--- src/panel_mux_map.svh ---
/*
  Reset values and fixed constants of the panel timing output stage.
  Assumes inclusion by panel_mux_pkg.sv and the design modules only.
*/
// Behaviour
// [RULE_01] Sync pin carries horizontal or composite sync, per select bit, on pixel clock.
// [RULE_02] Sync polarity bit 0 gives active low sync pin, 1 gives active high.
// [RULE_03] Vertical sync pin follows pixel clock with the same sync polarity bit.
// [RULE_04] Blank pin marks blanking on pixel clock; its complement is display enable. Code drives it low in blanking, so the pin is the enable.
// [RULE_05] Pixel clock comes from crystal, PLL (direct or divided) or external input.
// [RULE_06] Pixel clock output may be inverted right before the pin.
// [RULE_07] Horizontal start is active high with its bit 0, active low with 1.
// [RULE_08] Vertical start is active high with its bit 0, active low with 1.
// [RULE_09] Horizontal load is active high with its bit 0, active low with 1.
// [RULE_10] Strap high routes panel timing signals onto the shared pins.
// [RULE_11] Panel mode: vertical clock, vertical start, polarity toggle on sync/blank/vsync pins.
// [RULE_12] Conventional mode: start, load, enable pins carry PLL controls two, three, one.
// [RULE_13] System fixes the strap level during power-on reset and never changes it.
// [RULE_14] Strap is sampled once at reset release and held until next reset.
`ifndef PANEL_MUX_MAP_SVH
`define PANEL_MUX_MAP_SVH
`define PIN_IDLE_RESET 1'b1
`define PIXEL_CLOCK_RESET 1'b0
`define PANEL_MODE_RESET 1'b0
`define DIV_COUNT_RESET 4'h0
`define DIV_RATIO_W 4
`endif

--- src/panel_mux_pkg.sv ---
/*
  Types shared by the panel timing output stage.
  Assumes panel_mux_map.svh is present in the same folder.
*/
`include "panel_mux_map.svh"
package panel_mux_pkg;
  typedef enum logic [2:0]
  {
    SRC_CRYSTAL = 3'h1,
    SRC_PLL = 3'h2,
    SRC_EXTERNAL = 3'h4
  } clock_source_type;

  typedef enum logic [1:0]
  {
    STRAP_WAIT = 2'h1,
    STRAP_HELD = 2'h2
  } strap_state_type;

  typedef struct packed
  {
    logic composite_sync_select;
    logic sync_polarity_invert;
    logic hstart_polarity_invert;
    logic vstart_polarity_invert;
    logic hload_polarity_invert;
    clock_source_type clock_source;
    logic clock_divide;
    logic [`DIV_RATIO_W-1:0] divide_ratio;
    logic pixel_clock_invert;
  } output_config_type;

  typedef struct packed
  {
    logic hsync;
    logic csync;
    logic vsync;
    logic blank;
    logic vertical_clock;
    logic horizontal_start;
    logic vertical_start;
    logic horizontal_load;
    logic vertical_output_enable;
    logic polarity_toggle;
  } timing_type;

  typedef struct packed
  {
    logic pll_control_one;
    logic pll_control_two;
    logic pll_control_three;
  } pll_control_type;
endpackage

--- src/pixel_clock_divider.sv ---
/*
  Divides a sampled clock level by counting its rising edges.
  Assumes the source level is already synchronous to clk_sys.
*/
`timescale 1ns/100ps
`include "panel_mux_map.svh"
module pixel_clock_divider
  import panel_mux_pkg::*;
#(
  parameter int RATIO_W = `DIV_RATIO_W
)
(
  input wire logic clk_sys,
  input wire logic reset_n,
  input wire logic source_level,
  input wire logic divide,
  input wire logic [RATIO_W-1:0] ratio,
  output logic clock_level
);
  logic prev_r;
  logic half_r;
  logic [RATIO_W-1:0] count_r;
  logic rise;

  assign rise = source_level & ~prev_r;

  always_ff @(posedge clk_sys or negedge reset_n)
  begin
    if (!reset_n)
      prev_r <= `PIXEL_CLOCK_RESET;
    else
      prev_r <= source_level;
  end

  // A ratio of zero is treated as one so the divided clock never stops.
  always_ff @(posedge clk_sys or negedge reset_n)
  begin
    if (!reset_n)
    begin
      count_r <= RATIO_W'(`DIV_COUNT_RESET);
      half_r <= `PIXEL_CLOCK_RESET;
    end
    else if (rise)
    begin
      if (count_r + RATIO_W'(1) >= ratio)
      begin
        count_r <= `DIV_COUNT_RESET;
        half_r <= ~half_r;
      end
      else
        count_r <= count_r + RATIO_W'(1);
    end
  end

  assign clock_level = divide ? half_r : source_level; // [RULE_05]
endmodule

--- src/panel_timing_output_mux.sv ---
/*
  Output stage of the monitor interface: pin function multiplexing,
  signal polarity and pixel clock source selection.
  Assumes all inputs, clock levels included, are synchronous to clk_sys
  and that the strap is stable while reset_n is low.
*/
`timescale 1ns/100ps
`include "panel_mux_map.svh"
module panel_timing_output_mux
  import panel_mux_pkg::*;
(
  input wire logic clk_sys,
  input wire logic reset_n,
  input wire logic panel_timing_select,
  input wire output_config_type cfg,
  input wire timing_type timing,
  input wire pll_control_type pll_ctl,
  input wire logic crystal_clock_in,
  input wire logic pll_clock_in,
  input wire logic external_pixel_clock_in,
  output logic horiz_composite_sync,
  output logic vsync_pin,
  output logic blank_pin,
  output logic hstart_pin,
  output logic hload_pin,
  output logic vout_enable_pin,
  output logic pixel_clock_out,
  output logic panel_mode
);
  ////////////////////////////////////////////////////////////////////////
  function automatic logic drive_level(input logic active, input logic active_low);
    drive_level = active_low ? ~active : active;
  endfunction

  ////////////////////////////////////////////////////////////////////////
  strap_state_type strap_state_r;
  logic panel_mode_r;

  // Sampled one cycle after release, never under the asynchronous reset.
  always_ff @(posedge clk_sys or negedge reset_n)
  begin
    if (!reset_n)
    begin
      strap_state_r <= STRAP_WAIT;
      panel_mode_r <= `PANEL_MODE_RESET;
    end
    else
    begin
      unique case (strap_state_r)
        STRAP_WAIT:
        begin
          panel_mode_r <= panel_timing_select; // [RULE_14]
          strap_state_r <= STRAP_HELD;
        end
        STRAP_HELD:
          panel_mode_r <= panel_mode_r; // [RULE_14]
        default:
          strap_state_r <= STRAP_WAIT;
      endcase
    end
  end

  assign panel_mode = panel_mode_r;

  ////////////////////////////////////////////////////////////////////////
  logic source_level;
  logic divide_en;
  logic clock_level;
  logic level_prev_r;
  logic pixel_en;

  always_comb
  begin
    source_level = external_pixel_clock_in;
    divide_en = 1'b0;
    unique case (cfg.clock_source)
      SRC_CRYSTAL:
      begin
        source_level = crystal_clock_in; // [RULE_05]
        divide_en = cfg.clock_divide;
      end
      SRC_PLL:
      begin
        source_level = pll_clock_in; // [RULE_05]
        divide_en = cfg.clock_divide;
      end
      SRC_EXTERNAL:
        source_level = external_pixel_clock_in; // [RULE_05]
      default:
        source_level = external_pixel_clock_in;
    endcase
  end

  pixel_clock_divider #(
    .RATIO_W(`DIV_RATIO_W)
  ) pixel_clock_divider_i (
    .clk_sys(clk_sys),
    .reset_n(reset_n),
    .source_level(source_level),
    .divide(divide_en),
    .ratio(cfg.divide_ratio),
    .clock_level(clock_level)
  );

  always_ff @(posedge clk_sys or negedge reset_n)
  begin
    if (!reset_n)
      level_prev_r <= `PIXEL_CLOCK_RESET;
    else
      level_prev_r <= clock_level;
  end

  // Pixel outputs change on the rising edge of the internal pixel clock.
  assign pixel_en = clock_level & ~level_prev_r;

  always_ff @(posedge clk_sys or negedge reset_n)
  begin
    if (!reset_n)
      pixel_clock_out <= `PIXEL_CLOCK_RESET;
    else
      pixel_clock_out <= clock_level ^ cfg.pixel_clock_invert; // [RULE_06]
  end

  ////////////////////////////////////////////////////////////////////////
  logic sync_sel;
  logic sync_low;

  assign sync_sel = cfg.composite_sync_select ? timing.csync : timing.hsync; // [RULE_01]
  assign sync_low = ~cfg.sync_polarity_invert; // [RULE_02]

  always_ff @(posedge clk_sys or negedge reset_n)
  begin
    if (!reset_n)
    begin
      horiz_composite_sync <= `PIN_IDLE_RESET;
      vsync_pin <= `PIN_IDLE_RESET;
      blank_pin <= `PIN_IDLE_RESET;
    end
    else if (pixel_en)
    begin
      if (panel_mode_r)
      begin
        horiz_composite_sync <= timing.vertical_clock; // [RULE_11]
        vsync_pin <= timing.polarity_toggle; // [RULE_11]
        blank_pin <= drive_level(timing.vertical_start, cfg.vstart_polarity_invert); // [RULE_08]
      end
      else
      begin
        horiz_composite_sync <= drive_level(sync_sel, sync_low); // [RULE_01]
        vsync_pin <= drive_level(timing.vsync, sync_low); // [RULE_03]
        // Low during blanking, so the pin doubles as a display enable.
        blank_pin <= ~timing.blank; // [RULE_04]
      end
    end
  end

  // PLL controls are not pixel timed and follow every system cycle.
  always_ff @(posedge clk_sys or negedge reset_n)
  begin
    if (!reset_n)
    begin
      hstart_pin <= `PIN_IDLE_RESET;
      hload_pin <= `PIN_IDLE_RESET;
      vout_enable_pin <= `PIN_IDLE_RESET;
    end
    else if (!panel_mode_r)
    begin
      hstart_pin <= pll_ctl.pll_control_two; // [RULE_12]
      hload_pin <= pll_ctl.pll_control_three; // [RULE_12]
      vout_enable_pin <= pll_ctl.pll_control_one; // [RULE_12]
    end
    else if (pixel_en)
    begin
      hstart_pin <= drive_level(timing.horizontal_start, cfg.hstart_polarity_invert); // [RULE_07]
      hload_pin <= drive_level(timing.horizontal_load, cfg.hload_polarity_invert); // [RULE_09]
      vout_enable_pin <= timing.vertical_output_enable; // [RULE_10]
    end
  end
endmodule

--- config.mk ---
export PLATFORM = sky130hd
export DESIGN_NAME = panel_timing_output_mux
export DESIGN_NICKNAME = d
export VERILOG_FILES = /design/src/panel_mux_pkg.sv /design/src/pixel_clock_divider.sv /design/src/panel_timing_output_mux.sv
export VERILOG_INCLUDE_DIRS = /design/src
export SDC_FILE = /design/constraint.sdc
export NUM_CORES = 1
export LEC_CHECK = 0
export BUFFER_PORTS_ARGS = -buffer_cell sky130_fd_sc_hd__buf_4
export CORE_MARGIN = 2
export CORE_UTILIZATION = 50
export DETAILED_ROUTE_END_ITERATION = 12
export HOLD_SLACK_MARGIN = 0.1
export PLACE_DENSITY = 0.91
export RECOVER_POWER = 25
export REMOVE_ABC_BUFFERS = 1
export SYNTH_ARGS = -nofsm -noshare
export SYNTH_HDL_FRONTEND = slang
export SYNTH_SLANG_ARGS = --single-unit
--- constraint.sdc ---
create_clock -name clk_sys -period 3.41 [get_ports clk_sys]
set_input_delay 0.341 -clock clk_sys [delete_from_list [all_inputs] [get_ports clk_sys]]
set_output_delay 0.341 -clock clk_sys [all_outputs]
set_load 0.05 [all_outputs]
==> metrics <==
maxcap violations=0; Worst Setup Start Kind=flip-flop; cts bufs inserted=3; total iterations of the first detailed-routing run=4; top_reg_cell synth=dfrtp_1; dpl cells=around 160; IO Pins=41; CTS max path bufs=2; Area after DPL=1320 um^2; critical path type=reg -> reg; CTS Sinks=17; register area share after synthesis=44.1%; post-synthesis cell type count=26; final setup TNS=0 ps; DR WL met2=1.25 mm; Power, Total=0.797 mW; WL met3=141 um; Worst-Skew Late Latency=290 ps; highest routed layer=met4; R2R Setup Slk=1480 ps; worst setup margin=around 1500 ps; initial antenna violation count=0; Initial Utilization=51.8%; Root Buffer=clkbuf_4; Worst-Margin Slew=about 910 ps; clock skew=between 2 and 3 ps; HPWL Detailed=approximately 1.7 mm; Worst-path clk slew=110 ps; Critical Path RT=3600 ps; layout cells sized above 1=44.8%; post-synthesis cell area=985 um^2; WL/cell=13.9 um; critical path endpoint category=flip-flop; Area growth syn-to-layout=37.2%; relative slew slack=approximately two fifths; DIE AREA=between 2000 and 2500 um^2; DRC=0; fraction of registers with async set/reset=between 90% and 100%; number of port buffers=40; met1 wire length=792 um; Max Slew Vio Count=0; GRT Total Usage=20.6%; Post-synth EDFFs=0; nets@finish=173; CTS tree=yes; Hold Crit Class=in -> reg; Post-Syn Instances=90; vias in the first global route=852; Hold Fails Final Rpt=0; ANT nets after route=0; pin count of the biggest net entering global routing=18; standard-cell rows=16; status=finished clean; number of synthesized register bits=17; Iter 0 DRT Violations=7; final setup fails=0; DR vias/cell=5.27; global-route wire length before repair=roughly 3.7 mm; via count=848; Multi-input gate area=~520 um^2; H-tree depth=1; Core ar.=1900 um^2; post-place setup slack=1510 ps; GR Overflow Total=0; Fmax=517 MHz; Antenna diodes=0; Final Critical Period=approximately 1900 ps; IR drop worst, VDD=0.340 mV; fin area=1350 um^2; # fillers=approximately 150; RSZ-0062 raised after global routing=no; power per cell area=590 nW/um^2; die width=48.4 um; Final Cycle Share=56.7%; WL final=between 2 and 2.5 mm; Die Y=between 40 and 50 um; Yosys warnings=0; Crit Path Max Fanout=4; Pleak=0.640 nW; GPL Wtd Cong=0.723; Worst EP arrival=2120 ps; Final Instance Count excl. Fillers=161; Seq. cell area=approximately 430 um^2; Avg Synthesized Cell Area=~11 um^2
## metrics by stage
step	utilization [%]	hold slack (ps)
floorplan	-	45.4
global placement	69.1	211
detailed placement	69.1	215
CTS	71.3	218
global route	71.1	223
finish	71.1	224
## state kept, by name, indices dropped and copies added (netlist names)
register / cells
blank_pin: 1
pixel_clock_divider_i.half_r: 1
strap_state_r: 2
vout_enable_pin: 1
hstart_pin: 1
hload_pin: 1
pixel_clock_divider_i.count_r: 4
pixel_clock_out: 1
panel_mode: 1
pixel_clock_divider_i.prev_r: 1
level_prev_r: 1
horiz_composite_sync: 1
vsync_pin: 1
## logic make-up after synthesis
group | synth area share [%]
adder cells (fa/ha/maj) | 6.35
flip-flops | 44.1
multiplexers | 9.78
AND/OR/NAND/NOR | 13.3
buffers and inverters | 3.43
XOR/XNOR | 9.78
AO/OA/AOI/OAI | 13.2
## Yosys cell counts (all sizes together) (2+ instances only)
cell	n	area, um^2
mux2	5	56.3
o221ai	2	17.5
nand2b	3	18.8
nand3	3	15.0
mux2i	4	40.0
dfrtp	10	250
xnor2	2	17.5
a21oi	6	30.0
a31oi	2	12.5
o21ai	3	15.0
xor2	9	78.8
ha	5	62.6
and4bb	2	25.0
dfstp	7	184
nand2	6	22.5
inv	8	30.0
nor2	4	15.0
## power by group
| group | total [mW] | internal [mW] | switching [mW] |
|---|---|---|---|
| Combinational | 0.374 | 0.162 | 0.212 |
| Sequential | 0.310 | 0.267 | 0.0425 |
| Clock | 0.113 | 0.0446 | 0.0689 |
| Total | 0.797 | 0.474 | 0.323 |
## worst max-delay path, cell delays in order (launching register included)
cell,delay (ps)
dfrtp_1,430
ha_1,330
ha_1,300
a21oi_1,80
o21ai_0,340
nor2_1,70
mux2_2,270
## final timing paths
check                           depth (start not counted)                                      endpoint                                          from
worst max-delay path                                    6  pixel_clock_divider_i.count_r[1]$_DFFE_PN0P_  pixel_clock_divider_i.count_r[0]$_DFFE_PN0P_
worst max register to register                          6  pixel_clock_divider_i.count_r[1]$_DFFE_PN0P_  pixel_clock_divider_i.count_r[0]$_DFFE_PN0P_
worst min-delay path                                    2                     pixel_clock_out$_DFF_PN0_                                        cfg[0]
worst min register to register                          1      pixel_clock_divider_i.half_r$_DFFE_PN0P_      pixel_clock_divider_i.half_r$_DFFE_PN0P_
max in group asynchronous                               2                  strap_state_r[1]$_DFFE_PN0P_                                       reset_n
min in group asynchronous                               2                        level_prev_r$_DFF_PN0_                                       reset_n
## timing repair
action	CTS	global route
setup endpoints to repair	0	0
hold buffers	1	0
setup buffers	0	0
endpoints found under the hold margin	10	0
gates resized for setup	0	0
## area by class of cell
| class | instances | area share (%) |
|---|---|---|
| inverters | 8 | 2.22 |
| clock buffers | 3 | 1.67 |
| repair buffers | 41 | 22.7 |
| well taps | 27 | 2.50 |
| flip-flops and latches | 17 | 32.1 |
| multi-input cells | 64 | 38.2 |
| clock inverters | 1 | 0.556 |
## metal layers
metal / global-route usage, % / vias to the layer above
met4: 8.10 / 0
met5: 0 / -
met2: 39.6 / 31
li1: - / 405
met3: 5.56 / 4
met1: 21.0 / 408
## placed cells by master (no fill, tap or decap), types with 3 or more instances in the layout
| cell | instances |
|---|---|
| buf_4 | 39 |
| dfrtp_1 | 10 |
| xor2_1 | 9 |
| inv_1 | 8 |
| dfstp_2 | 7 |
| nand2_1 | 6 |
| a21oi_1 | 6 |
| mux2_2 | 5 |
| ha_1 | 5 |
| mux2i_1 | 4 |
| nor2_1 | 4 |
| nand3_1 | 3 |
| o21ai_0 | 3 |
| nand2b_1 | 3 |
| clkbuf_4 | 3 |
(Power assumes the default switching activity.)
